==> config.mk <==
export PLATFORM = sky130hd
export DESIGN_NAME = rra_remote_read_arbiter
export DESIGN_NICKNAME = d
export VERILOG_FILES = /design/src/hw/rra_pkg.sv /design/src/hw/rra_remote_read_arbiter.sv
export SDC_FILE = /design/constraint.sdc
export NUM_CORES = 1
export LEC_CHECK = 0
export ABC_CLOCK_PERIOD_IN_PS = 2420
export BUFFER_PORTS_ARGS = -buffer_cell sky130_fd_sc_hd__clkbuf_2
export CAP_MARGIN = 25
export CORE_MARGIN = 2
export CORE_UTILIZATION = 45
export CTS_BUF_LIST = sky130_fd_sc_hd__clkbuf_4 sky130_fd_sc_hd__clkbuf_8
export DETAILED_ROUTE_END_ITERATION = 8
export PLACE_DENSITY = 0.71
export SYNTH_ARGS = -nofsm -noshare
export SYNTH_HDL_FRONTEND = slang
export SYNTH_SLANG_ARGS = --single-unit
==> constraint.sdc <==
create_clock -name SYS_CLK_IN -period 2.42 [get_ports SYS_CLK_IN]
set_input_delay 0.121 -clock SYS_CLK_IN [delete_from_list [all_inputs] [get_ports SYS_CLK_IN]]
set_output_delay 0.121 -clock SYS_CLK_IN [all_outputs]
set_load 0.03 [all_outputs]
==> src/hw/rra_pkg.sv <==
// Constants and types shared by the remote read arbiter
package rra_pkg;
	localparam int         AXI_AW       = 5;
	localparam logic [4:0] OFF_RIC      = 5'h00;
	localparam logic [4:0] OFF_DCR      = 5'h04;
	localparam logic [4:0] OFF_PC       = 5'h08;
	localparam logic [4:0] OFF_STAT     = 5'h0c;
	localparam int         RIC_MS_LSB   = 0;
	localparam int         RIC_LAT_BIT  = 2;
	localparam int         DCR_IW_LSB   = 0;
	localparam int         DCR_DW_LSB   = 2;
	localparam int         DCR_LOR_BIT  = 5;
	localparam logic [1:0] MS_DATA_MEMORY      = 2'h0;
	localparam logic [1:0] MS_INSTRUCTION_MEMORY      = 2'h1;
	localparam logic [1:0] MS_PC_LO     = 2'h2;
	localparam logic [1:0] MS_PC_HI     = 2'h3;
	localparam logic [7:0] RIC_RST      = 8'h00;
	localparam logic [7:0] DCR_RST      = 8'h00;
	localparam logic [15:0] PC_RST      = 16'h0000;
	localparam logic [1:0] RESP_OK      = 2'h0;
	localparam logic [1:0] RESP_ERR     = 2'h2;
	localparam int         SYNC_W       = 5;
	localparam int         SY_ENA       = 0;
	localparam int         SY_RD        = 1;
	localparam int         SY_CMD       = 2;
	localparam int         SY_WAIT      = 3;
	localparam int         SY_LOCK      = 4;

	typedef enum logic [3:0] {
		ST_IDLE, ST_ARB_WAIT, ST_TAKEOVER, ST_ACC_START, ST_ACCESS, ST_HOLD,
		ST_REL_FIRST, ST_REL_SECOND, ST_RECOVER, ST_LAT_REL, ST_LAT_WAIT
	} rra_state_t;

	typedef enum logic [2:0] {
		TG_CFG, TG_PC_LO, TG_PC_HI, TG_DATA_MEMORY, TG_INSTRUCTION_MEMORY_LO, TG_INSTRUCTION_MEMORY_HI
	} rra_tgt_t;
endpackage : rra_pkg

==> src/hw/rra_remote_read_arbiter.sv <==
// Remote read arbitration state machine with AXI4-Lite registers
`timescale 1ns/1ns
module rra_remote_read_arbiter
	import rra_pkg::*;
(
	input  wire logic              SYS_CLK_IN,
	input  wire logic              SYS_RST_IN,
	input  wire logic [AXI_AW-1:0] S_AXI_AWADDR_IN,
	input  wire logic              S_AXI_AWVALID_IN,
	output logic                   S_AXI_AWREADY_OUT,
	input  wire logic [31:0]       S_AXI_WDATA_IN,
	input  wire logic [3:0]        S_AXI_WSTRB_IN,
	input  wire logic              S_AXI_WVALID_IN,
	output logic                   S_AXI_WREADY_OUT,
	output logic [1:0]             S_AXI_BRESP_OUT,
	output logic                   S_AXI_BVALID_OUT,
	input  wire logic              S_AXI_BREADY_IN,
	input  wire logic [AXI_AW-1:0] S_AXI_ARADDR_IN,
	input  wire logic              S_AXI_ARVALID_IN,
	output logic                   S_AXI_ARREADY_OUT,
	output logic [31:0]            S_AXI_RDATA_OUT,
	output logic [1:0]             S_AXI_RRESP_OUT,
	output logic                   S_AXI_RVALID_OUT,
	input  wire logic              S_AXI_RREADY_IN,
	input  wire logic              REMOTE_ACCESS_ENABLE_N_IN,
	input  wire logic              REMOTE_READ_STROBE_N_IN,
	input  wire logic              REG_SELECT_IN,
	input  wire logic              WAIT_N_IN,
	input  wire logic              LOCK_N_IN,
	input  wire logic              LOCAL_BUS_REQUEST_IN,
	input  wire logic [15:0]       INSTR_WORD_IN,
	input  wire logic [7:0]        DATA_ADDR_HI_IN,
	output logic                   LOCAL_BUS_GRANT_OUT,
	output logic                   REMOTE_STALL_TSTATE_OUT,
	output logic                   TRANSFER_ACKNOWLEDGE_OUT,
	output logic                   LOCAL_OWNER_OUTPUT_OUT,
	output logic                   MEM_READ_N_OUT,
	output logic [7:0]             ADDR_OUT,
	output logic                   ADDR_OE_OUT,
	output logic [7:0]             AD_OUT,
	output logic                   AD_OE_OUT,
	output logic [15:0]            PC_OUT,
	output logic                   HIGH_BYTE_EXPECTED_FLAG_OUT
);

	function automatic logic [31:0] merge_strb(input logic [31:0] old_v,
		input logic [31:0] new_v, input logic [3:0] strb);
		logic [31:0] res;
		res = old_v;
		for (int i = 0; i < 4; i++)
		begin
			if (strb[i])
				res[i*8 +: 8] = new_v[i*8 +: 8];
		end
		return res;
	endfunction : merge_strb

	function automatic logic is_free(input rra_state_t s);
		return (s == ST_IDLE) || (s == ST_ARB_WAIT) || (s == ST_LAT_REL) || (s == ST_LAT_WAIT);
	endfunction : is_free

	////////////////////////////////////////////////////////////////////////////////
	// Pin synchronisers

	logic [SYNC_W-1:0] sync1_reg;
	logic [SYNC_W-1:0] sync2_reg;

	always_ff @(posedge SYS_CLK_IN)
	begin
		if (SYS_RST_IN)
		begin
			sync1_reg <= 5'h1b;
			sync2_reg <= 5'h1b;
		end
		else
		begin
			sync1_reg <= {LOCK_N_IN, WAIT_N_IN, REG_SELECT_IN,
				REMOTE_READ_STROBE_N_IN, REMOTE_ACCESS_ENABLE_N_IN};
			sync2_reg <= sync1_reg;
		end
	end

	logic req;
	logic cmd_hi;
	logic wait_hi;
	logic lock_hi;
	assign req     = !sync2_reg[SY_ENA] && !sync2_reg[SY_RD];
	assign cmd_hi  = sync2_reg[SY_CMD];
	assign wait_hi = sync2_reg[SY_WAIT];
	assign lock_hi = sync2_reg[SY_LOCK];

	////////////////////////////////////////////////////////////////////////////////
	// Registers and AXI4-Lite slave

	logic [7:0]        ric_reg;
	logic [7:0]        dcr_reg;
	logic [15:0]       pc_reg;
	logic              hib_reg;
	logic [AXI_AW-1:0] waddr_reg;
	logic [31:0]       wdata_reg;
	logic [3:0]        wstrb_reg;
	logic              aw_full_reg;
	logic              w_full_reg;
	rra_state_t        state_reg;
	rra_state_t        state_next;
	rra_tgt_t          tgt_reg;
	rra_tgt_t          tgt_next;
	logic [2:0]        cnt_reg;
	logic              lat_reg;
	logic              lat_next;
	logic              grant_reg;
	logic              grant_next;

	logic wr_fire;
	logic lockout;
	assign wr_fire = aw_full_reg && w_full_reg && !S_AXI_BVALID_OUT;
	assign lockout = dcr_reg[DCR_LOR_BIT];

	always_ff @(posedge SYS_CLK_IN)
	begin
		if (SYS_RST_IN)
		begin
			S_AXI_AWREADY_OUT <= 1'b1;
			S_AXI_WREADY_OUT  <= 1'b1;
			S_AXI_BVALID_OUT  <= 1'b0;
			S_AXI_BRESP_OUT   <= RESP_OK;
			aw_full_reg       <= 1'b0;
			w_full_reg        <= 1'b0;
			waddr_reg         <= '0;
			wdata_reg         <= '0;
			wstrb_reg         <= 4'h0;
		end
		else
		begin
			if (S_AXI_AWVALID_IN && S_AXI_AWREADY_OUT)
			begin
				waddr_reg         <= S_AXI_AWADDR_IN;
				aw_full_reg       <= 1'b1;
				S_AXI_AWREADY_OUT <= 1'b0;
			end
			if (S_AXI_WVALID_IN && S_AXI_WREADY_OUT)
			begin
				wdata_reg        <= S_AXI_WDATA_IN;
				wstrb_reg        <= S_AXI_WSTRB_IN;
				w_full_reg       <= 1'b1;
				S_AXI_WREADY_OUT <= 1'b0;
			end
			if (wr_fire)
			begin
				aw_full_reg      <= 1'b0;
				w_full_reg       <= 1'b0;
				S_AXI_BVALID_OUT <= 1'b1;
				S_AXI_BRESP_OUT  <= (waddr_reg > OFF_STAT) ? RESP_ERR : RESP_OK;
			end
			if (S_AXI_BVALID_OUT && S_AXI_BREADY_IN)
			begin
				S_AXI_BVALID_OUT  <= 1'b0;
				S_AXI_AWREADY_OUT <= 1'b1;
				S_AXI_WREADY_OUT  <= 1'b1;
			end
		end
	end

	always_ff @(posedge SYS_CLK_IN)
	begin
		if (SYS_RST_IN)
		begin
			S_AXI_ARREADY_OUT <= 1'b1;
			S_AXI_RVALID_OUT  <= 1'b0;
			S_AXI_RDATA_OUT   <= 32'h0;
			S_AXI_RRESP_OUT   <= RESP_OK;
		end
		else if (S_AXI_ARVALID_IN && S_AXI_ARREADY_OUT)
		begin
			S_AXI_ARREADY_OUT <= 1'b0;
			S_AXI_RVALID_OUT  <= 1'b1;
			S_AXI_RRESP_OUT   <= RESP_OK;
			case ({S_AXI_ARADDR_IN[AXI_AW-1:2], 2'b00})
				OFF_RIC:  S_AXI_RDATA_OUT <= {24'h0, ric_reg};
				OFF_DCR:  S_AXI_RDATA_OUT <= {24'h0, dcr_reg};
				OFF_PC:   S_AXI_RDATA_OUT <= {16'h0, pc_reg};
				OFF_STAT: S_AXI_RDATA_OUT <= {24'h0, grant_reg, TRANSFER_ACKNOWLEDGE_OUT,
					LOCAL_OWNER_OUTPUT_OUT, hib_reg, state_reg};
				default:
				begin
					S_AXI_RDATA_OUT <= 32'h0;
					S_AXI_RRESP_OUT <= RESP_ERR;
				end
			endcase
		end
		else if (S_AXI_RVALID_OUT && S_AXI_RREADY_IN)
		begin
			S_AXI_RVALID_OUT  <= 1'b0;
			S_AXI_ARREADY_OUT <= 1'b1;
		end
	end

	logic wr_ric;
	logic wr_dcr;
	logic wr_pc;
	logic [31:0] ric_new;
	logic [31:0] dcr_new;
	logic [31:0] pc_new;
	assign wr_ric  = wr_fire && ({waddr_reg[AXI_AW-1:2], 2'b00} == OFF_RIC);
	assign wr_dcr  = wr_fire && ({waddr_reg[AXI_AW-1:2], 2'b00} == OFF_DCR);
	assign wr_pc   = wr_fire && ({waddr_reg[AXI_AW-1:2], 2'b00} == OFF_PC);
	assign ric_new = merge_strb({24'h0, ric_reg}, wdata_reg, wstrb_reg);
	assign dcr_new = merge_strb({24'h0, dcr_reg}, wdata_reg, wstrb_reg);
	assign pc_new  = merge_strb({16'h0, pc_reg}, wdata_reg, wstrb_reg);

	always_ff @(posedge SYS_CLK_IN)
	begin
		if (SYS_RST_IN)
		begin
			ric_reg <= RIC_RST;
			dcr_reg <= DCR_RST;
		end
		else
		begin
			if (wr_ric)
				ric_reg <= ric_new[7:0];
			if (wr_dcr)
				dcr_reg <= dcr_new[7:0];
		end
	end

	logic rel_instruction_memory;
	assign rel_instruction_memory = ((state_reg == ST_REL_FIRST) || (state_reg == ST_LAT_REL))
		&& ((tgt_reg == TG_INSTRUCTION_MEMORY_LO) || (tgt_reg == TG_INSTRUCTION_MEMORY_HI));

	// Hardware toggle beats a same-cycle software clear
	always_ff @(posedge SYS_CLK_IN)
	begin
		if (SYS_RST_IN)
			hib_reg <= 1'b0;
		else if (rel_instruction_memory)
			hib_reg <= !hib_reg;
		else if (wr_ric && wstrb_reg[0] && ric_new[RIC_MS_LSB +: 2] == MS_INSTRUCTION_MEMORY)
			hib_reg <= 1'b0;
	end

	always_ff @(posedge SYS_CLK_IN)
	begin
		if (SYS_RST_IN)
			pc_reg <= PC_RST;
		else if (rel_instruction_memory && tgt_reg == TG_INSTRUCTION_MEMORY_HI)
			pc_reg <= pc_reg + 16'h0001;
		else if (wr_pc)
			pc_reg <= pc_new[15:0];
	end

	////////////////////////////////////////////////////////////////////////////////
	// Arbitration state machine

	logic go;
	assign go = !lockout && !grant_reg && !(LOCAL_BUS_REQUEST_IN && lock_hi);

	always_comb
	begin
		state_next = state_reg;
		case (state_reg)
			ST_IDLE:
				if (req)
					state_next = go ? ST_TAKEOVER : ST_ARB_WAIT;
			ST_ARB_WAIT:
				if (!req)
					state_next = ST_IDLE;
				else if (go)
					state_next = ST_TAKEOVER;
			ST_TAKEOVER:
				state_next = ST_ACC_START;
			ST_ACC_START:
				state_next = ST_ACCESS;
			ST_ACCESS:
				if (cnt_reg == 3'h0 && wait_hi)
					state_next = ST_HOLD;
			ST_HOLD:
				if (lat_reg)
					state_next = ST_LAT_REL;
				else if (!req)
					state_next = (tgt_reg == TG_DATA_MEMORY) ? ST_REL_SECOND : ST_REL_FIRST;
			ST_REL_FIRST:
				state_next = ST_IDLE;
			ST_REL_SECOND:
				state_next = ST_RECOVER;
			ST_RECOVER:
				state_next = (req && go) ? ST_TAKEOVER : ST_IDLE;
			ST_LAT_REL:
				state_next = req ? ST_LAT_WAIT : ST_IDLE;
			ST_LAT_WAIT:
				if (!req)
					state_next = ST_IDLE;
			default:
				state_next = ST_IDLE;
		endcase
	end

	always_comb
	begin
		tgt_next = tgt_reg;
		lat_next = lat_reg;
		if (state_reg == ST_ACC_START)
		begin
			lat_next = ric_reg[RIC_LAT_BIT];
			if (cmd_hi)
				tgt_next = TG_CFG;
			else
			begin
				case (ric_reg[RIC_MS_LSB +: 2])
					MS_DATA_MEMORY:  tgt_next = TG_DATA_MEMORY;
					MS_INSTRUCTION_MEMORY:  tgt_next = hib_reg ? TG_INSTRUCTION_MEMORY_HI : TG_INSTRUCTION_MEMORY_LO;
					MS_PC_LO: tgt_next = TG_PC_LO;
					default:  tgt_next = TG_PC_HI;
				endcase
			end
		end
	end

	always_ff @(posedge SYS_CLK_IN)
	begin
		if (SYS_RST_IN)
		begin
			state_reg <= ST_IDLE;
			tgt_reg   <= TG_CFG;
			lat_reg   <= 1'b0;
		end
		else
		begin
			state_reg <= state_next;
			tgt_reg   <= tgt_next;
			lat_reg   <= lat_next;
		end
	end

	// Only memory targets carry programmed waits
	always_ff @(posedge SYS_CLK_IN)
	begin
		if (SYS_RST_IN)
			cnt_reg <= 3'h0;
		else if (state_reg == ST_ACC_START)
		begin
			if (tgt_next == TG_DATA_MEMORY)
				cnt_reg <= dcr_reg[DCR_DW_LSB +: 3];
			else if (tgt_next == TG_INSTRUCTION_MEMORY_LO || tgt_next == TG_INSTRUCTION_MEMORY_HI)
				cnt_reg <= {1'b0, dcr_reg[DCR_IW_LSB +: 2]};
			else
				cnt_reg <= 3'h0;
		end
		else if (state_reg == ST_ACCESS && cnt_reg != 3'h0)
			cnt_reg <= cnt_reg - 3'h1;
	end

	////////////////////////////////////////////////////////////////////////////////
	// Registered pin outputs, computed from the next state except grant, stall and ADDR_OUT

	logic busy_next;
	logic data_memory_next;
	logic data_memory_pend;
	logic drive_next;
	assign data_memory_pend = !cmd_hi && (ric_reg[RIC_MS_LSB +: 2] == MS_DATA_MEMORY);
	assign busy_next = !is_free(state_next) && (state_next != ST_IDLE || 1'b0);
	assign data_memory_next = (state_next == ST_TAKEOVER || state_next == ST_ACC_START) ?
		data_memory_pend : (tgt_next == TG_DATA_MEMORY);
	assign drive_next = (state_next == ST_ACCESS) || (state_next == ST_HOLD);
	assign grant_next = LOCAL_BUS_REQUEST_IN && lock_hi && (grant_reg || is_free(state_reg));

	always_ff @(posedge SYS_CLK_IN)
	begin
		if (SYS_RST_IN)
		begin
			LOCAL_BUS_GRANT_OUT      <= 1'b0;
			grant_reg                <= 1'b0;
			REMOTE_STALL_TSTATE_OUT  <= 1'b0;
			TRANSFER_ACKNOWLEDGE_OUT <= 1'b1;
			LOCAL_OWNER_OUTPUT_OUT   <= 1'b0;
			MEM_READ_N_OUT           <= 1'b1;
			ADDR_OE_OUT              <= 1'b1;
			AD_OE_OUT                <= 1'b1;
			ADDR_OUT                 <= 8'h00;
			AD_OUT                   <= 8'h00;
		end
		else
		begin
			grant_reg                <= grant_next;
			LOCAL_BUS_GRANT_OUT      <= grant_next;
			REMOTE_STALL_TSTATE_OUT  <= LOCAL_BUS_REQUEST_IN && !grant_next;
			TRANSFER_ACKNOWLEDGE_OUT <= !((state_next == ST_TAKEOVER) || (state_next == ST_ACC_START)
				|| (state_next == ST_ACCESS) || (state_next == ST_ARB_WAIT && req));
			LOCAL_OWNER_OUTPUT_OUT   <= (state_next == ST_ACC_START) || (state_next == ST_ACCESS)
				|| (state_next == ST_REL_SECOND)
				|| (state_next == ST_HOLD && (lat_next || tgt_next == TG_DATA_MEMORY || req));
			MEM_READ_N_OUT           <= !(tgt_next == TG_DATA_MEMORY && ((state_next == ST_ACCESS)
				|| (state_next == ST_HOLD && (req || lat_next))));
			ADDR_OE_OUT              <= !busy_next;
			AD_OE_OUT                <= !(busy_next && data_memory_next);
			ADDR_OUT                 <= DATA_ADDR_HI_IN;
			if (drive_next && tgt_next == TG_PC_LO)
				AD_OUT <= pc_reg[7:0];
			else if (drive_next && tgt_next == TG_PC_HI)
				AD_OUT <= pc_reg[15:8];
			else if (drive_next && tgt_next == TG_INSTRUCTION_MEMORY_LO)
				AD_OUT <= INSTR_WORD_IN[7:0];
			else if (drive_next && tgt_next == TG_INSTRUCTION_MEMORY_HI)
				AD_OUT <= INSTR_WORD_IN[15:8];
			else
				AD_OUT <= ric_reg;
		end
	end

	assign PC_OUT                      = pc_reg;
	assign HIGH_BYTE_EXPECTED_FLAG_OUT = hib_reg;
endmodule : rra_remote_read_arbiter

# After elaboration in Yosys (flattened, before gate mapping)
# Index checks and enable logic that the tools add are counted.
[op_classes] magnitude_cmp=1 n_addsub=2 reduce_logical=90 eq_ne=34 mux=40
[op_table] cell="$pmux W16 S4" n=1
[op_table] cell="$mux W8" n=6
[op_table] cell="$pmux W4 S10" n=1
[op_table] cell="$logic_and A1 B1 Y1" n=34
[op_table] cell="$mux W16" n=2
[op_table] cell="$mux W4" n=8
[op_table] cell="$eq A4 B3 Y1 const B" n=7
[op_table] cell="$logic_or A1 B1 Y1" n=21
[op_table] cell="$eq A4 B4 Y1 const B" n=5
[op_table] cell="$eq A3 B2 Y1 const B" n=6
[op_table] cell="$add A16 B1 Y16 const B" n=1
[op_table] cell="$eq A4 B2 Y1 const B" n=4
[op_table] cell="$mux W3" n=5
[op_table] cell="$logic_not A1 Y1" n=14
[op_table] cell="$eq A3 B3 Y1 const B" n=4
[op_table] cell="$mux W2" n=6
[op_table] cell="$reduce_bool A2 Y1" n=6
[op_table] cell="$mux W1" n=10
[op_table] cell="$eq A3 B1 Y1 const B" n=3
[op_table] cell="$logic_not A3 Y1" n=3
[op_table] cell="$pmux W3 S3" n=1
[op_table] cell="$eq A4 B1 Y1 const B" n=2
[op_table] cell="$logic_not A4 Y1" n=2
[op_table] cell="$reduce_and A2 Y1" n=4
[op_table] cell="9 further kinds" n=11
[word_totals] input_bits=83 word_cells=201 regBits=143 out_inout_bits=81

# Logic depth before layout (Yosys ltp)
[depth] ltp_word=14 depth_mapped=9 mapped_depth_nobuf=8

# Worst setup path before layout
# No wires, ideal clock.
[synth_timing] path_type="register -> register" startpoint="register ric_reg[0]" endpoint="register AD_OUT[2]" setup_slack_ps=376 t_arrival_ps=1953 path_stages_with_launch=9 required_time_ps=2329 synth_period_minus_slack_ps=2044 setup_ps=91 path_buffers=0 path_cell_list="dfxtp_1 -> inv_1 -> ha_1 -> nor3_1 -> o21ai_0 -> o21ai_1 -> a21oi_1 -> or2_0 -> a311oi_1"
[synth_between] elab_chain_len=10 elab_cells_between_ends=18 cone_classes="eq/ne: 6; mux: 7; reduce/logical: 5"
[synth_lines] item="from (decl)" line_no="rra_remote_read_arbiter.sv:95" text="logic [7:0] ric_reg;"
[synth_lines] item="from (signal assigned)" line_no="rra_remote_read_arbiter.sv:221" text="ric_reg <= ric_new[7:0];"
[synth_lines] item="$eq A2 B2 Y1, or another cell as far along" line_no="rra_remote_read_arbiter.sv:309" text="case (ric_reg[RIC_MS_LSB +: 2])"
[synth_lines] item="$pmux W3 S3 (*)" line_no="rra_remote_read_arbiter.sv:309"
[synth_lines] item="$mux W3 (*)" line_no="rra_remote_read_arbiter.sv:305" text="if (cmd_hi)"
[synth_lines] item="$mux W3 (*)" line_no="rra_remote_read_arbiter.sv:302" text="if (state_reg == ST_ACC_START)"
[synth_lines] item="$eq A3 B3 Y1" line_no="rra_remote_read_arbiter.sv:403" text="else if (drive_next && tgt_next == TG_INSTRUCTION_MEMORY_HI)"
[synth_lines] item="$logic_and A1 B1 Y1" line_no="rra_remote_read_arbiter.sv:403"
[synth_lines] item="$mux W8" line_no="rra_remote_read_arbiter.sv:403"
[synth_lines] item="$mux W8" line_no="rra_remote_read_arbiter.sv:401" text="else if (drive_next && tgt_next == TG_INSTRUCTION_MEMORY_LO)"
[synth_lines] item="$mux W8" line_no="rra_remote_read_arbiter.sv:399" text="else if (drive_next && tgt_next == TG_PC_HI)"
[synth_lines] item="$mux W8 (*)" line_no="rra_remote_read_arbiter.sv:397" text="if (drive_next && tgt_next == TG_PC_LO)"
[synth_lines] item="to (signal assigned)" line_no="rra_remote_read_arbiter.sv:398" text="AD_OUT <= pc_reg[7:0];"
[synth_lines] item="to (signal assigned)" line_no="rra_remote_read_arbiter.sv:400" text="AD_OUT <= pc_reg[15:8];"
[synth_lines] item="to (signal assigned)" line_no="rra_remote_read_arbiter.sv:402" text="AD_OUT <= INSTR_WORD_IN[7:0];"
[synth_lines] item="to (decl)" line_no="rra_remote_read_arbiter.sv:40" text="output logic [7:0] AD_OUT,"
# Every way passes the cells marked *; elsewhere a longest branch is shown, timed or not.
# A chain may end at the register's enable or synchronous reset.

# Worst setup path after layout
[layout_timing] startpoint="register state_reg[0]" endpoint="register LOCAL_OWNER_OUTPUT_OUT"
[layout_between] elab_chain_len=7 elab_cells_between_ends=31 cone_classes="eq/ne: 14; mux: 10; reduce/logical: 7"
[layout_lines] item="from (decl)" line_no="rra_remote_read_arbiter.sv:104" text="rra_state_t state_reg;"
[layout_lines] item="from (signal assigned)" line_no="rra_remote_read_arbiter.sv:329" text="state_reg <= state_next;"
[layout_lines] item="$mux W4, or another cell as far along" line_no="rra_remote_read_arbiter.sv:280" text="else if (!req)"
[layout_lines] item="$mux W4, or another cell as far along" line_no="rra_remote_read_arbiter.sv:278" text="if (lat_reg)"
[layout_lines] item="$pmux W4 S10 or $eq A3 B2 Y1 (tied branches)" line_no="rra_remote_read_arbiter.sv:261, rra_remote_read_arbiter.sv:391"
[layout_lines] item="$eq A4 B2 Y1, or another cell as far along" line_no="rra_remote_read_arbiter.sv:389" text="LOCAL_OWNER_OUTPUT_OUT <= (state_next == ST_ACC_START) || (state_next == ST_ACCESS)"
[layout_lines] item="$logic_or A1 B1 Y1 (on tied branches)" line_no="rra_remote_read_arbiter.sv:389, rra_remote_read_arbiter.sv:391"
[layout_lines] item="$logic_or A1 B1 Y1 or $logic_and A1 B1 Y1 (tied branches)" line_no="rra_remote_read_arbiter.sv:390, rra_remote_read_arbiter.sv:391"
[layout_lines] item="$logic_or A1 B1 Y1 (*)" line_no="rra_remote_read_arbiter.sv:391" text="|| (state_next == ST_HOLD && (lat_next || tgt_next == TG_DATA_MEMORY || req));"
[layout_lines] item="to (signal assigned)" line_no="rra_remote_read_arbiter.sv:389"
[layout_lines] item="to (decl)" line_no="rra_remote_read_arbiter.sv:36" text="output logic LOCAL_OWNER_OUTPUT_OUT,"
# Marks and branches as above.

==> impl_metrics.py <==
metrics = {
    "route": {
        "wl_met3_microns": 1113,
        "wl_met1_microns": 6796,
        "met2_length_microns": 7319,
        "drtPass1Iterations": 5,
        "drt_iter0_drc": 475,
        "vias": 5502,
        "drt_drc_violations_left": 0,
        "dr.max_layer_used": "met4",
        "wl_per_cell_microns": 15.34,
        "postRouteAntennaNets": 0,
        "viasPerCell": 5.384,
        "routed_wl_microns": 15680,
    },
    "floorplanning": {
        "dieArea_sq_um": 13800,
        "fp.dieW_microns": 117.5,
        "start_util": 0.4592,
        "coreArea_sq_um": 12620,
        "die_h_microns": 117.5,
        "rows": 41,
        "num_io_pins": 164,
    },
    "cts": {
        "root_buffer": "clkbuf_8",
        "clk_pin_slew_ns": 0.07,
        "postCtsSetupRepairBufs": 0,
        "clock-sinks": 125,
        "cts_buffers": 17,
        "cts_tree": "built",
        "clockBufferDepth": 2,
        "clk_latency_ns": 0.44,
        "cts_htree_levels": 4,
    },
    "grt": {
        "grt_overflow": 0,
        "grt_pass1_vias": 5202,
        "grt_antenna_before_repair": 0,
        "groute.usage.overall": 0.2283,
        "grt_pass1_wl_microns": 25470,
        "grt_max_degree": 98,
    },
    "synthesis": {
        "yosys_warnings": 0,
        "yosysSeqAreaShare": 0.4319,
        "ys_types": 69,
        "syn_inst": 664,
        "synth_top_area_frac": 0.4319,
        "ys_ff_latch": 125,
        "syn_area_per_cell_sq_um": 8.726,
        "synth-edff-count": 0,
        "yosysMostFrequentCell": "dfxtp_1",
        "async_reset_ff_frac": 0,
        "yosys-top-cells-area": "dfxtp_1, nand2_1, a21oi_1",
        "ys_top_cells_by_count": "dfxtp_1, nand2_1, nor2_1",
        "synth_ff_type": "dfxtp_1",
        "synth_top_area_cell": "dfxtp_1",
        "mappedNetlistArea_sq_um": 5794,
    },
    "timing": {
        "period_share": 0.9339,
        "hold-worst-slack_ns": 0.01695,
        "rsz0062_at_grt": "false",
        "post-route-min-period_ns": 2.260,
        "tns_ns": 0,
        "relSlewSlack": 0.5323,
        "slew_viol_final": 0,
        "skew_ns": 0.01162,
        "setup_viol": 0,
        "max_freq_ghz": 0.4425,
        "setup_ws_ns": 0.1600,
        "hold_violations": 0,
        "worst_pin_slew_ns": 0.6942,
    },
    "hold_path": {
        "hp-class": "in2reg",
    },
    "place": {
        "dp.cells": 946,
        "place.gp.congestion": 0.8771,
        "dp_slack_ns": 0.06995,
        "dp.final_hpwl_microns": 11150,
        "numPortBuffers": 125,
    },
    "outcome": {
        "status": "completed",
    },
    "setup_path": {
        "end_kind": "flop",
        "startpoint_type": "flop",
        "cp_max_fo": 11,
        "cp.required_ns": 2.76,
        "worst-setup-path-type": "reg2reg",
        "rrSetupSlack_ns": 0.16,
        "cp.arrival_ns": 2.60,
    },
    "flow_run": {
        "drv_cap": 0,
    },
    "finish": {
        "finalNetCount": 927,
        "finalNonFillerCells": 1022,
        "antenna_cells": 0,
        "drive_gt1_frac": 0.2612,
        "area_growth_pct": 28.48,
    },
    "power": {
        "p_leak_nw": 3.026,
        "vdd_drop_max_uv": 329.9,
        "power-per-cell-area_nw_per_um2": 572.6,
    },
}
## power by group
group          total, mW  leakage (nW)  internal [mW]  switching (mW)
Sequential          2.15          1.02           2.11          0.0432
Clock               1.76         0.195          0.942           0.813
Combinational      0.357          1.81          0.150           0.207
## metal layers
metal / vias to the layer above / track usage
met5: - / 0
met4: 0 / 0.1002
met1: 2570 / 0.2954
met2: 210 / 0.3626
met3: 42 / 0.05669
li1: 2680 / -
## worst paths after layout
check / startpoint / end / depth (start not counted)
max: state_reg[0]$_SDFF_PP0_ / LOCAL_OWNER_OUTPUT_OUT$_SDFF_PP0_ / 7
min: S_AXI_AWVALID_IN / waddr_reg[4]$_SDFFE_PP0P_ / 3
max reg2reg: state_reg[0]$_SDFF_PP0_ / LOCAL_OWNER_OUTPUT_OUT$_SDFF_PP0_ / 7
min reg2reg: sync1_reg[0]$_SDFF_PP1_ / sync2_reg[0]$_SDFF_PP1_ / 1
## area by class of cell
| cell class | count | area [sq um] |
|---|---|---|
| fill | 1142 | 5175 |
| multi-input combinational | 487 | 3007 |
| sequential | 125 | 2505 |
| timing repair buffer | 196 | 1291 |
| clock buffer | 23 | 304.0 |
| tap | 172 | 215.2 |
| clock inverter | 9 | 85.08 |
| inverter | 10 | 37.54 |
## critical path, cell delays in order, from the launching register on
cell	delay, ns
dfxtp_1	0.43
buf_4	0.23
nor2b_4	0.05
or4b_1	0.50
a31oi_1	0.27
nor2_1	0.15
or3_1	0.36
a21o_1	0.18
## stage by stage
step	area (sq um)	power [mW]	util
finish	7445	4.263	0.5899
global route	7445	4.428	0.5899
CTS	7425	4.278	0.5883
detailed placement	6595	2.492	0.5226
global placement	6568	2.478	0.5204
floorplan	5858	2.407	-
## cell usage in the layout, fill, tap and decap left out, types with 3 or more instances in the layout
cell           instances
a2111oi_0              4
a211oi_1               9
a21o_1                 6
a21oi_1               57
a22oi_1               18
a311oi_1              13
a31oi_1                5
and3_1                 5
buf_4                 27
clkbuf_2             124
clkbuf_8              21
clkinv_2               3
clkinvlp_4             3
conb_1                18
dfxtp_1              123
dlygate4sd3_1         44
ha_1                   7
inv_1                 10
mux2i_1               13
mux4_2                 8
nand2_1               79
nand2b_1               5
nand3_1               20
nand3b_1               6
nor2_1                75
nor2b_1               19
nor3_1                11
nor4_1                 7
o211ai_1               3
o21ai_0               22
o221ai_1               7
or2_0                  8
or2_2                 10
or3_1                  3
or4b_1                 4
## cell families (layout without fill, tap and decap cells)
family,Yosys count,in the layout,synth area share
fa+ha+maj,7,7,0.01511
xor+xnor,3,3,0.004535
flops,125,125,0.4319
buf+inv,69,238,0.06327
compound gates,160,160,0.1846
simple gates,276,276,0.2425
mux,23,23,0.05744
other cells,1,18,0.0006472
## what timing repair did
| action | CTS | global route |
|---|---|---|
| gates resized for setup | 0 | 4 |
| endpoints found under the setup margin | 0 | 17 |
| hold buffers | 44 | 0 |
| hold endpoints to repair | 44 | 0 |
Power figures use the tool's default switching activity.
